[src/common/sfl_defines.svh]
`ifndef SFL_DEFINES_SVH
`define SFL_DEFINES_SVH

`define SFL_CMD_SANITIZE 8'hb4
`define SFL_FEAT_STATUS 16'h0000
`define SFL_FEAT_FREEZE 16'h0020
`define SFL_FEAT_OVERWRITE 16'h0014
`define SFL_FEAT_CRYPTO 16'h0011

`define SFL_ERRC_NONE 8'h00
`define SFL_ERRC_UNSANITIZED 8'h01
`define SFL_ERRC_BAD_FEATURE 8'h02
`define SFL_ERRC_FROZEN 8'h03

`define SFL_SC_DONE_BIT 15
`define SFL_SC_RUN_BIT 14
`define SFL_SC_FROZEN_BIT 13
`define SFL_SC_FAILMODE_BIT 4
`define SFL_SC_CLEAR_BIT 0

`define SFL_ERR_ABORT_BIT 2
`define SFL_ST_BUSY_BIT 7
`define SFL_ST_READY_BIT 6
`define SFL_ST_SEEK_BIT 4
`define SFL_ST_ERR_BIT 0

`define SFL_PROGRESS_IDLE 16'hffff
`define SFL_PROG_STEP 16'h0100

`define SFL_CLK_PERIOD_NS 50
`define SFL_TICK_PERIOD_NS 1000
`define SFL_TICK_CYCLES ((`SFL_TICK_PERIOD_NS + `SFL_CLK_PERIOD_NS - 1) / `SFL_CLK_PERIOD_NS)

`endif

[src/common/sfl_pkg.sv]
package sfl_pkg;

    typedef enum logic [2:0] {
        sanitize_idle_state,
        sanitize_frozen_state,
        sanitize_operation_state,
        sanitize_failed_state,
        sanitize_succeeded_state
    } sfl_state_type;

    typedef struct packed {
        logic [7:0] code;
        logic [15:0] feature;
        logic [15:0] count;
    } sfl_cmd_type;

    typedef struct packed {
        logic [7:0] commandStatusFlags;
        logic [7:0] commandErrorFlags;
        logic [15:0] secCount;
        logic [7:0] secNum;
        logic [7:0] cylLow;
    } sfl_resp_type;

endpackage

[src/logic/sfl_sanitize_engine.sv]
`timescale 1ns/1ps
`include "sfl_defines.svh"

module sfl_sanitize_engine #(
    parameter int TICK_CYCLES = `SFL_TICK_CYCLES,
    parameter logic [15:0] PROG_STEP = `SFL_PROG_STEP
) (
    input wire logic ref_clk,
    input wire logic sys_rst,
    input wire logic start,
    input wire logic mediaFault,
    output logic busy_q,
    output logic done_q,
    output logic failed_q,
    output logic [15:0] progress_q
);

    logic [15:0] divCnt_q;
    logic tick_q;
    logic [16:0] progSum;

    assign progSum = {1'b0, progress_q} + {1'b0, PROG_STEP};

    always_ff @(posedge ref_clk or posedge sys_rst) begin
        if (sys_rst) begin
            divCnt_q <= 16'h0000;
            tick_q <= 1'b0;
        end else if (divCnt_q == 16'(TICK_CYCLES - 1)) begin
            divCnt_q <= 16'h0000;
            tick_q <= 1'b1;
        end else begin
            divCnt_q <= divCnt_q + 16'h0001;
            tick_q <= 1'b0;
        end
    end

    // Progress wraps past 0xffff exactly when the pass is complete
    always_ff @(posedge ref_clk or posedge sys_rst) begin
        if (sys_rst) begin
            busy_q <= 1'b0;
            done_q <= 1'b0;
            progress_q <= 16'h0000;
        end else begin
            done_q <= 1'b0;
            if (start) begin
                busy_q <= 1'b1;
                progress_q <= 16'h0000;
            end else if (busy_q && tick_q) begin
                if (progSum[16]) begin
                    busy_q <= 1'b0;
                    done_q <= 1'b1;
                    progress_q <= 16'h0000;
                end else begin
                    progress_q <= progSum[15:0];
                end
            end
        end
    end

    // A fault anywhere in the pass marks the whole operation failed
    always_ff @(posedge ref_clk or posedge sys_rst) begin
        if (sys_rst) begin
            failed_q <= 1'b0;
        end else if (start) begin
            failed_q <= 1'b0;
        end else if (busy_q && mediaFault) begin
            failed_q <= 1'b1;
        end
    end

endmodule

[src/logic/sfl_sanitize_ctrl.sv]
// What this block does
// - Sanitize commands other than status abort once freeze-lock completed, until the next power-on or hardware reset.
// - Failed state after a command with failed_state_exit_allowed clear aborts sanitize commands, except a status without the clear bit.
// - Failed state aborts an overwrite command whose failed_state_exit_allowed bit is one.
// - Error code in sector number: 00h not reported, 01h unsanitized sectors left.
// - Code 02h bad feature value, 03h frozen; 04h to FFh reserved.
// - Command B4h with feature 0020h decodes as sanitize freeze-lock.
// - Freeze-lock moves the state machine into the frozen state.
// - While frozen, every sanitize command except status is aborted.
// - Frozen returns to idle only on power-on or hardware reset.
// - Sector count bit 15 is one on success, zero on entering operation.
// - Completed-without-error flag survives power-on resets via backing store.
// - Sector count bit 14 shows operation running, bit 13 shows frozen.
// - Progress numerator over 65536: high byte cylinder low, low byte sector number.
// - Progress reads FFFFh when no sanitize operation is running and no error code takes the sector number.
// - Failed to idle on status with clear bit when failed_state_exit_allowed was one.
`timescale 1ns/1ps
`include "sfl_defines.svh"

module sfl_sanitize_ctrl
    import sfl_pkg::*;
#(
    parameter int TICK_CYCLES = `SFL_TICK_CYCLES,
    parameter logic [15:0] PROG_STEP = `SFL_PROG_STEP
) (
    input wire logic ref_clk,
    input wire logic sys_rst,
    input wire logic hwReset,
    input wire logic cmdValid,
    input wire sfl_cmd_type cmd,
    input wire logic mediaFault,
    input wire logic nvCompletedIn,
    output logic cmdDone_q,
    output sfl_resp_type resp_q,
    output logic completedOk_q
);

    sfl_state_type state_q, state_d;
    logic exitAllowed_q;
    logic nvLoaded_q;
    logic engBusy, engDone, engFailed;
    logic [15:0] engProgress;
    logic isSan, isStatus, isFreeze, isOverwrite, isCrypto, isStart, knownFeat;
    logic clearReq, failMode, abortCmd, accept;
    logic [7:0] errCode;
    logic completedOk_d;
    logic [15:0] progressOut;

    sfl_sanitize_engine #(
        .TICK_CYCLES(TICK_CYCLES),
        .PROG_STEP(PROG_STEP)
    ) engine (
        .ref_clk(ref_clk),
        .sys_rst(sys_rst),
        .start(accept && isStart),
        .mediaFault(mediaFault),
        .busy_q(engBusy),
        .done_q(engDone),
        .failed_q(engFailed),
        .progress_q(engProgress)
    );

    assign isSan = cmdValid && (cmd.code == `SFL_CMD_SANITIZE);
    assign isStatus = (cmd.feature == `SFL_FEAT_STATUS);
    assign isFreeze = (cmd.feature == `SFL_FEAT_FREEZE);
    assign isOverwrite = (cmd.feature == `SFL_FEAT_OVERWRITE);
    assign isCrypto = (cmd.feature == `SFL_FEAT_CRYPTO);
    assign isStart = isOverwrite || isCrypto;
    assign knownFeat = isStatus || isFreeze || isStart;
    assign clearReq = cmd.count[`SFL_SC_CLEAR_BIT];
    assign failMode = cmd.count[`SFL_SC_FAILMODE_BIT];

    // Abort decision; frozen checks come before any other state check
    always_comb begin
        abortCmd = 1'b0;
        errCode = `SFL_ERRC_NONE;
        if (!knownFeat) begin
            abortCmd = 1'b1;
            errCode = `SFL_ERRC_BAD_FEATURE;
        end else if (state_q == sanitize_frozen_state && !isStatus) begin
            abortCmd = 1'b1;
            errCode = `SFL_ERRC_FROZEN;
        end else if (state_q == sanitize_operation_state && !isStatus) begin
            abortCmd = 1'b1;
        end else if (state_q == sanitize_failed_state) begin
            if (!exitAllowed_q && (!isStatus || clearReq)) begin
                abortCmd = 1'b1;
            end else if (isOverwrite && failMode) begin
                abortCmd = 1'b1;
            end
        end
    end

    assign accept = isSan && !abortCmd;

    always_comb begin
        state_d = state_q;
        if (hwReset && state_q == sanitize_frozen_state) begin
            state_d = sanitize_idle_state;
        end else if (engDone) begin
            state_d = engFailed ? sanitize_failed_state : sanitize_succeeded_state;
        end else if (accept && isFreeze) begin
            state_d = sanitize_frozen_state;
        end else if (accept && isStart) begin
            state_d = sanitize_operation_state;
        end else if (accept && isStatus && clearReq && state_q == sanitize_failed_state) begin
            state_d = sanitize_idle_state;
        end
    end

    always_ff @(posedge ref_clk or posedge sys_rst) begin
        if (sys_rst) begin
            state_q <= sanitize_idle_state;
        end else begin
            state_q <= state_d;
        end
    end

    always_ff @(posedge ref_clk or posedge sys_rst) begin
        if (sys_rst) begin
            exitAllowed_q <= 1'b0;
        end else if (accept && isStart) begin
            exitAllowed_q <= failMode;
        end
    end

    // The flag lives in external persistent storage; it is reloaded on the
    // first edge after reset so a power cycle does not lose it.
    always_comb begin
        completedOk_d = completedOk_q;
        if (!nvLoaded_q) begin
            completedOk_d = nvCompletedIn;
        end else if (engDone && !engFailed) begin
            completedOk_d = 1'b1;
        end else if (accept && isStart) begin
            completedOk_d = 1'b0;
        end
    end

    always_ff @(posedge ref_clk or posedge sys_rst) begin
        if (sys_rst) begin
            nvLoaded_q <= 1'b0;
            completedOk_q <= 1'b0;
        end else begin
            nvLoaded_q <= 1'b1;
            completedOk_q <= completedOk_d;
        end
    end

    // Progress is zero on the entry cycle since the engine starts from zero
    assign progressOut = (state_d == sanitize_operation_state) ?
        ((state_q == sanitize_operation_state) ? engProgress : 16'h0000) : `SFL_PROGRESS_IDLE;

    always_ff @(posedge ref_clk or posedge sys_rst) begin
        if (sys_rst) begin
            cmdDone_q <= 1'b0;
            resp_q <= '0;
        end else begin
            cmdDone_q <= isSan;
            if (isSan) begin
                resp_q.commandStatusFlags <= 8'h00;
                resp_q.commandStatusFlags[`SFL_ST_READY_BIT] <= 1'b1;
                resp_q.commandStatusFlags[`SFL_ST_SEEK_BIT] <= 1'b1;
                resp_q.commandStatusFlags[`SFL_ST_BUSY_BIT] <= 1'b0;
                resp_q.commandStatusFlags[`SFL_ST_ERR_BIT] <= abortCmd;
                resp_q.commandErrorFlags <= 8'h00;
                resp_q.commandErrorFlags[`SFL_ERR_ABORT_BIT] <= abortCmd;
                resp_q.secCount <= 16'h0000;
                resp_q.secCount[`SFL_SC_DONE_BIT] <= completedOk_d;
                resp_q.secCount[`SFL_SC_RUN_BIT] <= (state_d == sanitize_operation_state);
                resp_q.secCount[`SFL_SC_FROZEN_BIT] <= (state_d == sanitize_frozen_state);
                if (abortCmd) begin
                    resp_q.secNum <= errCode;
                    resp_q.cylLow <= progressOut[15:8];
                end else if (isStatus && state_q == sanitize_failed_state && !exitAllowed_q) begin
                    // Reason for the failure is reported to a plain status query
                    resp_q.secNum <= `SFL_ERRC_UNSANITIZED;
                    resp_q.cylLow <= progressOut[15:8];
                end else begin
                    resp_q.secNum <= progressOut[7:0];
                    resp_q.cylLow <= progressOut[15:8];
                end
            end
        end
    end
endmodule

[config.mk]
export PLATFORM = sky130hd
export DESIGN_NAME = sfl_sanitize_ctrl
export DESIGN_NICKNAME = d
export VERILOG_FILES = /design/src/common/sfl_pkg.sv /design/src/logic/sfl_sanitize_engine.sv /design/src/logic/sfl_sanitize_ctrl.sv
export VERILOG_INCLUDE_DIRS = /design/src /design/src/common
export SDC_FILE = /design/constraint.sdc
export NUM_CORES = 1
export LEC_CHECK = 0
export ABC_CLOCK_PERIOD_IN_PS = 6650
export BUFFER_PORTS_ARGS = -buffer_cell sky130_fd_sc_hd__buf_2
export CAP_MARGIN = 20
export CORE_MARGIN = 2
export CORE_UTILIZATION = 50
export DETAILED_ROUTE_END_ITERATION = 10
export PLACE_DENSITY = 0.79
export SLEW_MARGIN = 25
export SYNTH_ARGS = -nofsm -noshare
export SYNTH_HDL_FRONTEND = slang
export SYNTH_SLANG_ARGS = --single-unit
export TNS_END_PERCENT = 50
[constraint.sdc]
create_clock -name ref_clk -period 6.65 [get_ports ref_clk]
set_clock_uncertainty 0.1 [all_clocks]
set_input_delay 1.33 -clock ref_clk [delete_from_list [all_inputs] [get_ports ref_clk]]
set_output_delay 1.33 -clock ref_clk [all_outputs]
set_load 0.01 [all_outputs]
# After elaboration in Yosys (flattened, before gate mapping)
# Index checks and enable logic that the tools add are counted.
[word_totals]
out_inout_bits = 50
in_bits = 46
reg_bits = 65
wordCells = 92
[classes]
n_eq_ne = 10
mux = 34
n_addsub = 2
n_reduce_logical = 30
[op_table]
columns = ["cell", "count"]
rows = [
  ["16-bit two-way mux", 8],
  ["16-bit by 5-bit equality test with 1-bit output (second input constant)", 3],
  ["1-bit two-way mux", 18],
  ["3-bit two-way mux", 6],
  ["16-bit by 9-bit adder with 17-bit output (second input constant)", 1],
  ["1-bit logical AND", 17],
  ["16-bit by 1-bit adder with 16-bit output (second input constant)", 1],
  ["16-bit by 6-bit equality test with 1-bit output (second input constant)", 1],
  ["16-bit logical NOT", 1],
  ["3-bit by 2-bit equality test with 1-bit output (second input constant)", 3],
  ["8-bit equality test (second input constant)", 1],
  ["3-bit by 1-bit equality test with 1-bit output (second input constant)", 2],
  ["2-bit nonzero test", 3],
  ["1-bit logical NOT", 4],
  ["1-bit logical OR", 4],
  ["2-bit two-way mux", 2],
  ["2-bit AND reduction", 1],
]

# Logic depth before layout (Yosys ltp)
# Gate-level depths: netlist of the first run.
[logic_depth]
word_depth = 23
ltp_mapped = 8
depth_no_buf = 7

# Modules after synthesis
# Synthesis of the first run repeated with hierarchy kept, for this count alone.
[unflattened]
cells_unflattened = 323
area_unflattened_um2 = 3206.8
[by_module_without_submodules]
columns = ["module", "cells_per_inst", "n_inst", "area_each_um2"]
rows = [
  ["sfl_sanitize_ctrl", 194, 1, 1853.0],
  ["sfl_sanitize_engine", 129, 1, 1353.8],
]

# Worst setup path before layout of the first run
# OpenSTA, ideal clock, no wires.
[synth_path]
path_type = "input to register"
from = "input port cmd[29] in the netlist's numbering"
to = "register resp_q[29] in the netlist's numbering"
setup_time_ns = 0.121
setup_slack_ns = 3.121
n_path_buf = 1
arrival_time_ns = 3.308
cell_stages = 7
t_required_ns = 6.429
path_cell_list = "or4_4 -> or3_1 -> clkbuf_1 -> o41a_1 -> a211oi_2 -> nor4_1 -> a22o_1"
[synth_between]
elab_chain_len = 20
elab_cells_between_ends = 32
classes_between = "4 x eq/ne; 11 x mux; 17 x reduce/logical"
[synth_rtl]
columns = ["item", "line_no", "text"]
rows = [
  ["from (decl)", "sfl_sanitize_ctrl.sv:30", "input wire sfl_cmd_type cmd,"],
  ["16-bit logical NOT (no source line)", "n/a", ""],
  ["1-bit logical NOT", "sfl_sanitize_ctrl.sv:80, sfl_sanitize_ctrl.sv:83, sfl_sanitize_ctrl.sv:86", ""],
  ["1-bit logical OR", "sfl_sanitize_ctrl.sv:86", "if (!exitAllowed_q && (!isStatus || clearReq)) begin"],
  ["1-bit logical AND", "sfl_sanitize_ctrl.sv:86", ""],
  ["1-bit two-way mux", "sfl_sanitize_ctrl.sv:86", ""],
  ["1-bit two-way mux", "sfl_sanitize_ctrl.sv:85", "end else if (state_q == sanitize_failed_state) begin"],
  ["1-bit two-way mux", "sfl_sanitize_ctrl.sv:83", "end else if (state_q == sanitize_operation_state && !isStatus) begin"],
  ["1-bit two-way mux", "sfl_sanitize_ctrl.sv:80", "end else if (state_q == sanitize_frozen_state && !isStatus) begin"],
  ["[2 not listed]", "n/a", ""],
  ["1-bit logical AND", "sfl_sanitize_ctrl.sv:94", "assign accept = isSan && !abortCmd;"],
  ["1-bit logical AND (3 in series)", "sfl_sanitize_ctrl.sv:106", "end else if (accept && isStatus && clearReq && state_q == sanitize_failed_state) begin"],
  ["3-bit two-way mux", "sfl_sanitize_ctrl.sv:106", ""],
  ["3-bit two-way mux", "sfl_sanitize_ctrl.sv:104", "end else if (accept && isStart) begin"],
  ["3-bit two-way mux *", "sfl_sanitize_ctrl.sv:102", "end else if (accept && isFreeze) begin"],
  ["3-bit two-way mux *", "sfl_sanitize_ctrl.sv:100", "end else if (engDone) begin"],
  ["3-bit two-way mux *", "sfl_sanitize_ctrl.sv:98", "if (hwReset && state_q == sanitize_frozen_state) begin"],
  ["3-bit by 1-bit equality test with 1-bit output *", "sfl_sanitize_ctrl.sv:171", "resp_q.secCount[`SFL_SC_FROZEN_BIT] <= (state_d == sanitize_frozen_state);"],
  ["to (decl)", "sfl_sanitize_ctrl.sv:34", "output sfl_resp_type resp_q,"],
]
# Mark *: on every way between the ends. The rest lies on a longest branch, timed or not.
# A chain may end at the register's enable or synchronous reset.

# Worst setup path after layout of the first run
[layout_path]
from = "input port cmd[19] in the netlist's numbering"
to = "register resp_q[30] in the netlist's numbering"
[layout_between]
elab_chain_len = 20
elab_cells_between_ends = 32
classes_between = "4 x eq/ne; 11 x mux; 17 x reduce/logical"
[layout_rtl]
columns = ["item", "line_no", "text"]
rows = [
  ["16-bit logical NOT (no source line)", "n/a", ""],
  ["1-bit logical NOT", "sfl_sanitize_ctrl.sv:80, sfl_sanitize_ctrl.sv:83, sfl_sanitize_ctrl.sv:86", ""],
  ["1-bit logical OR", "sfl_sanitize_ctrl.sv:86", ""],
  ["1-bit logical AND", "sfl_sanitize_ctrl.sv:86", ""],
  ["1-bit two-way mux", "sfl_sanitize_ctrl.sv:86", ""],
  ["1-bit two-way mux", "sfl_sanitize_ctrl.sv:85", ""],
  ["1-bit two-way mux", "sfl_sanitize_ctrl.sv:83", ""],
  ["1-bit two-way mux", "sfl_sanitize_ctrl.sv:80", ""],
  ["[2 not listed]", "n/a", ""],
  ["1-bit logical AND", "sfl_sanitize_ctrl.sv:94", ""],
  ["1-bit logical AND (3 in series)", "sfl_sanitize_ctrl.sv:106", ""],
  ["3-bit two-way mux", "sfl_sanitize_ctrl.sv:106", ""],
  ["3-bit two-way mux", "sfl_sanitize_ctrl.sv:104", ""],
  ["3-bit two-way mux *", "sfl_sanitize_ctrl.sv:102", ""],
  ["3-bit two-way mux *", "sfl_sanitize_ctrl.sv:100", ""],
  ["3-bit two-way mux *", "sfl_sanitize_ctrl.sv:98", ""],
  ["3-bit by 2-bit equality test with 1-bit output *", "sfl_sanitize_ctrl.sv:170", "resp_q.secCount[`SFL_SC_RUN_BIT] <= (state_d == sanitize_operation_state);"],
]
# Marks and branches as above.

==> results.md, run 1 <==
* Status: finished clean
* # diodes at 0
* Full die area at 0.00629 mm²
* GPL Wtd Cong at 0.836
* Comb power frac at 7.9%
* Max-slew violations at 0
* Setup bufs post-CTS at 0
* Initial Util at 51.5%
* Clk pwr share at 40.4%
* Clock root buffer: clkbuf_8
* CP Capture Type: flip-flop
* Synth Flop Type: dfrtp_1
* Die H at 79.3 µm
* Synth Area in Simple Gates at 24.0%
* Tcrit/Tclk final at 56.7%
* Worst path max stage delay at 540 ps
* Yosys reg bits at 51
* Tot GR Track Use at 18.2%
* IO Count at 96
* Residual DRC at 0
* Routed wire length at 5.34 mm
* Clk Latency, worst-skew pair at 310 ps
* Power density over cell area at 196 mW/mm²
* Post-synthesis compound-gate area fraction at 12.5%
* Post-Synthesis Cells at 291
* Leak at 1.51 nW
* Initial antenna violation count at 0
* Final Net Count at 388
* Critical path cell sequence: buf_2 > or4b_1 > a311oi_2 > o2111ai_1 > a2111o_1 > a21oi_2 > mux2_2
* Worst-path maximum fanout at 12
* Count leader, synth: dfrtp_1
* Clock tree buffer depth at 2
* Grt total ovfl at 0
* CTS buffer count at 5
* WP buf/inv at 1
* MaxCap Viol Count at 0
* Clock sink total at 51
* Setup violations, final at 0
* Hold_buf cts at 0
* Cell variety after synth at 58
* Synth Area in XOR/XNOR at 6.17%
* TNS Setup at 0 ps
* Wire length per cell at 12.9 µm
* Largest family of logic cells by synthesized area: simple AND/OR/NAND/NOR gates
* CTS tree: yes
* Seq/Total Area, Yosys at 45.0%
* Clk slew on worst S/H paths at 90 ps
* Fill cells at 485
* Post-synthesis mux area share at 0.794%
* Via/cell ratio at 5.32
* Cell taking the most area after synthesis: dfrtp_1
* First-pass detailed-route iteration total at 4
* Most frequent cells after synthesis: 51 x dfrtp_1, 32 x buf_4, 29 x nor2_1
* Post-synthesis area per instance at 9.75 µm²
* Initial DRC count at 156
* H-tree depth at 2
* WP data arrival at 3920 ps
* Slew @ Worst Pin at 973 ps
* Syn Std Cell Area at 0.00284 mm²
* Cell Rows at 27
* Die width at 79.3 µm
* Net Sw Power at 0.134 mW
* Adder-cell share of the synthesized area at 0.882%
* Max Clock Freq at 0.265 GHz
* Top cell type's share of synthesized area at 45.0%
* Number of global-route vias before repair at 1959
* Crit path max-delay family: compound AO/OA/AOI/OAI gates
* Worst Path Required at 6800 ps
* Internal power at 0.486 mW
* Utilization after layout at 57.5%
* # port buffers at 56
* Largest net degree at the start of global routing at 52
* Worst Hold Class: flip-flop to flip-flop
* Slowest CP cell: or4b_1
* Slew headroom at 34.6%
* Final min period at 3770 ps
* Sequential Power Share at 51.7%
* Crit Path Category: input pin to flip-flop
* RSZ-0062 raised after global routing: false
* Peak supply drop at 0.115 mV
* Sw frac at 21.6%
* Post-synth ARST share at 100%
* Hpwl dp at 3.99 mm
* Vias at 2199
* Core Footprint at 0.00551 mm²
* Ys Warns at 0
* Area Overhead vs Synth at 11.6%
* Post-synth EDFFs at 0
* Startpoint types: input pin
* Register area at 0.00128 mm²
* Dominant cells by area after synthesis: dfrtp_1 45%, buf_4 8.5%, nor2_1 3.8%, a21oi_1 3.7%, nand2_1 3.2%
* Footprint of the multi-input gates at 0.00136 mm²
* Post-CTS Resized at 0
* Final hold viol count at 0
* DRT antenna net count at 0
* Global-route wire length before repair at 9.05 mm
* Share of cells above drive strength 1 at 22.9%
[final cells by class]
class | count | area share, %
Clock inverter | 3 | 2.13
Sequential cell | 51 | 40.3
Clock buffer | 5 | 2.17
Timing Repair Buffer | 58 | 9.32
Tap cell | 72 | 2.84
Inverter | 3 | 0.435
Multi-Input combinational cell | 221 | 42.8
[registers in the layout, indices dropped and copies added, names as in the netlist]
signal	cells
engine.divCnt_q	16
resp_q	16
engine.progress_q	8
state_q	3
cmdDone_q	1
completedOk_q	1
engine.busy_q	1
engine.done_q	1
engine.failed_q	1
engine.tick_q	1
exitAllowed_q	1
nvLoaded_q	1
[layout by cell type (no fill, tap or decap), types with 4 or more instances in the layout]
cell type	instances
a21oi_1	21
a31oi_1	5
and2_1	4
and3_1	9
buf_2	56
clkbuf_8	5
conb_1	26
dfrtp_1	51
nand2_1	24
nand2b_1	4
nand3_1	8
nand4_1	4
nor2_1	29
nor2b_1	4
nor3_1	8
o21ai_0	4
xnor2_1	10
xor2_1	10
[per-layer routing]
metal / GRT usage, % / part of all wire, %
met1: 23.5 / 44
met2: 31.4 / 50
met3: 4.43 / 5.2
met4: 3.62 / 0.75
met5: 0 / 0
[power by group through the flow]
stage / Sequential [mW] / Clock (mW) / Combinational (mW)
after floorplan: 0.330 / 0 / 0.0353
after global placement: 0.326 / 0 / 0.0482
after detailed placement: 0.327 / 0 / 0.0495
after CTS: 0.321 / 0.256 / 0.0495
after global routing: 0.321 / 0.271 / 0.0559
final: 0.320 / 0.250 / 0.0490
[through the flow]
step / cell area [µm²] / power [mW] / hold slack, ps / setup slack (ps) / std cells
2_1_floorplan: 2930 / 0.366 / 330 / 3120 / 315
3_5_place_dp: 3030 / 0.376 / 353 / 2570 / 405
4_1_cts: 3170 / 0.627 / 365 / 2880 / 413
6_report: 3170 / 0.620 / 361 / 2880 / 413
5_1_grt: 3170 / 0.648 / 401 / 2670 / 413
3_3_place_gp: 3030 / 0.375 / 337 / 2600 / 405
[path summary, 6_finish.rpt]
check / from / end / slack (ps) / cells after the start
setup / recovery: cmd[19] / resp_q[30] / 2880 / 7
hold / removal: nvLoaded_q / completedOk_q / 360 / 1
setup reg to reg: state_q[1] / resp_q[30] / 3640 / 6
hold reg to reg: nvLoaded_q / completedOk_q / 360 / 1
max in group asynchronous: sys_rst / state_q[1] / 5040 / 2
min in group asynchronous: sys_rst / engine.divCnt_q[0] / 1000 / 2
[cell families (layout without fill, tap and decap cells)]
family / after synthesis / count (layout)
xor+xnor: 20 / 20
mux: 2 / 2
compound gates: 50 / 50
simple gates: 121 / 121
buf+inv: 43 / 69
fa+ha+maj: 2 / 2
other cells: 2 / 26
flops: 51 / 51
(Power assumes the default switching activity.)
==> inputs of run 2 (changes only) <==
ABC_CLOCK_PERIOD_IN_PS = 3770   (was 6650)
clock period = 3.77 ns   (was 6.65 ns; I/O delays follow)
==> results.md, run 2 (synthesized netlist as in run 1, its figures left out) <==
* Worst Path Required at 3920 ps
* H-tree depth at 2
* Die H at 79.3 µm
* Tcrit/Tclk final at 84.5%
* CTS buffer count at 5
* Slew headroom at 43.2%
* # diodes at 0
* Initial DRC count at 211
* Number of global-route vias before repair at 2086
* Biggest regs: engine.divCnt_q x16, resp_q x16, engine.progress_q x8
* Setup violations, final at 0
* Setup bufs post-CTS at 0
* Peak supply drop at 0.172 mV
* Clk Latency, worst-skew pair at 300 ps
* GRT Max-Usage Layer: met2
* Met1 Use GR at 23.4%
* Die width at 79.3 µm
* Setup WS pre-CTS at 311 ps
* Crit Path Category: input pin to flip-flop
* CP Capture Type: flip-flop
* Most frequent cells in the layout: 56 x buf_2, 51 x dfrtp_1, 29 x nor2_1
* Full die area at 0.00629 mm²
* Initial Util at 51.5%
* Fill cells at 487
* Critical path cell sequence: buf_2 > or4_1 > a211oi_1 > o2111ai_1 > a2111o_1 > a21oi_2 > mux2_2
* Met3 usage at 4.43%
* Via/cell ratio at 5.33
* Largest net degree at the start of global routing at 52
* Core Footprint at 0.00551 mm²
* M2 GR Usage at 31.2%
* Leak at 1.49 nW
* Clock tree buffer depth at 2
* TNS Setup at 0 ps
* Max Clock Freq at 0.314 GHz
* First-pass detailed-route iteration total at 4
* Worst path max stage delay at 540 ps
* Final hold viol count at 0
* CTS tree: yes
* Hold_buf cts at 0
* Grt total ovfl at 0
* Final Net Count at 389
* MaxCap Viol Count at 0
* Cell Rows at 27
* Setup ws final at 586 ps
* Clock sink total at 51
* Vias at 2208
* Residual DRC at 0
* Startpoint types: input pin
* RSZ-0062 raised after global routing: false
* Commonest non-fill, non-tap cell in the layout: buf_2
* Share of cells above drive strength 1 at 22.8%
* Slowest CP cell: or4_1
* Tot GR Track Use at 18.4%
* Area Overhead vs Synth at 10.4%
* Utilization after layout at 56.9%
* Global-route wire length before repair at 9.27 mm
* GPL Wtd Cong at 0.837
* Power density over cell area at 311 mW/mm²
* Post-CTS Resized at 0
* Wire length per cell at 12.8 µm
* # port buffers at 56
* Worst-path maximum fanout at 12
* Final min period at 3180 ps
* Routed wire length at 5.29 mm
* Power consumption at 0.975 mW
* WP data arrival at 3330 ps
* DRT antenna net count at 0
* Clock root buffer: clkbuf_8
* Clk slew on worst S/H paths at 90 ps
* Hpwl dp at 3.85 mm
* Worst Hold Class: flip-flop to flip-flop
* Status: finished clean
* Initial antenna violation count at 0
* IO Count at 96
* Slew @ Worst Pin at 852 ps
* Max-slew violations at 0
[run 2: cell types whose count changed in the layout (fill, tap and decap cells not counted), sizes merged]
cell      change
clkbuf        +2
inv           -1
bufinv        -2
buf           +1
clkinv        +2
clkinvlp      -1
[run 2: final cells by class]
| class | instances | area, µm² | share of cell area, % |
|---|---|---|---|
| repair buffers | 59 | 303 | 9.67 |
| clock buffers | 7 | 86.3 | 2.76 |
| clock inverters | 1 | 8.76 | 0.280 |
| well taps | 72 | 90.1 | 2.88 |
| multi-input cells | 221 | 1360 | 43.3 |
| inverters | 3 | 12.5 | 0.400 |
| flip-flops and latches | 51 | 1280 | 40.8 |
[run 2: final timing paths]
kind	cells past startpoint	to	start	slack, ps
min in group asynchronous	2	engine.divCnt_q[8]	sys_rst	480
hold reg to reg	1	completedOk_q	nvLoaded_q	370
hold / removal	1	completedOk_q	nvLoaded_q	370
setup reg to reg	6	resp_q[30]	state_q[1]	770
setup / recovery	7	resp_q[30]	cmd[19]	590
max in group asynchronous	2	resp_q[6]	sys_rst	2580
[run 2: metal layers]
| metal | share of wire [%] | vias up |
|---|---|---|
| li1 | - | 1077 |
| met1 | 45 | 1048 |
| met2 | 48 | 77 |
| met3 | 5.6 | 6 |
| met4 | 1.1 | 0 |
| met5 | 0 | - |
[run 2: report_power, final]
part           switching, mW  internal (mW)  total (mW)
sequential           0.00597          0.559       0.565
clock                  0.173          0.150       0.324
combinational         0.0529         0.0333      0.0861
[run 2: through the flow]
stage	hold slack (ps)	instances	cell area, µm²
2_1_floorplan	330	315	2930
3_3_place_gp	338	406	3040
3_5_place_dp	363	406	3040
4_1_cts	375	414	3130
5_1_grt	389	414	3130
6_report	368	414	3130
[run 2: critical path, delay by kind of cell]
family	cells	cell delay, ps
buf+inv	1	130
compound gates	4	1640
simple gates	1	540
mux	1	260
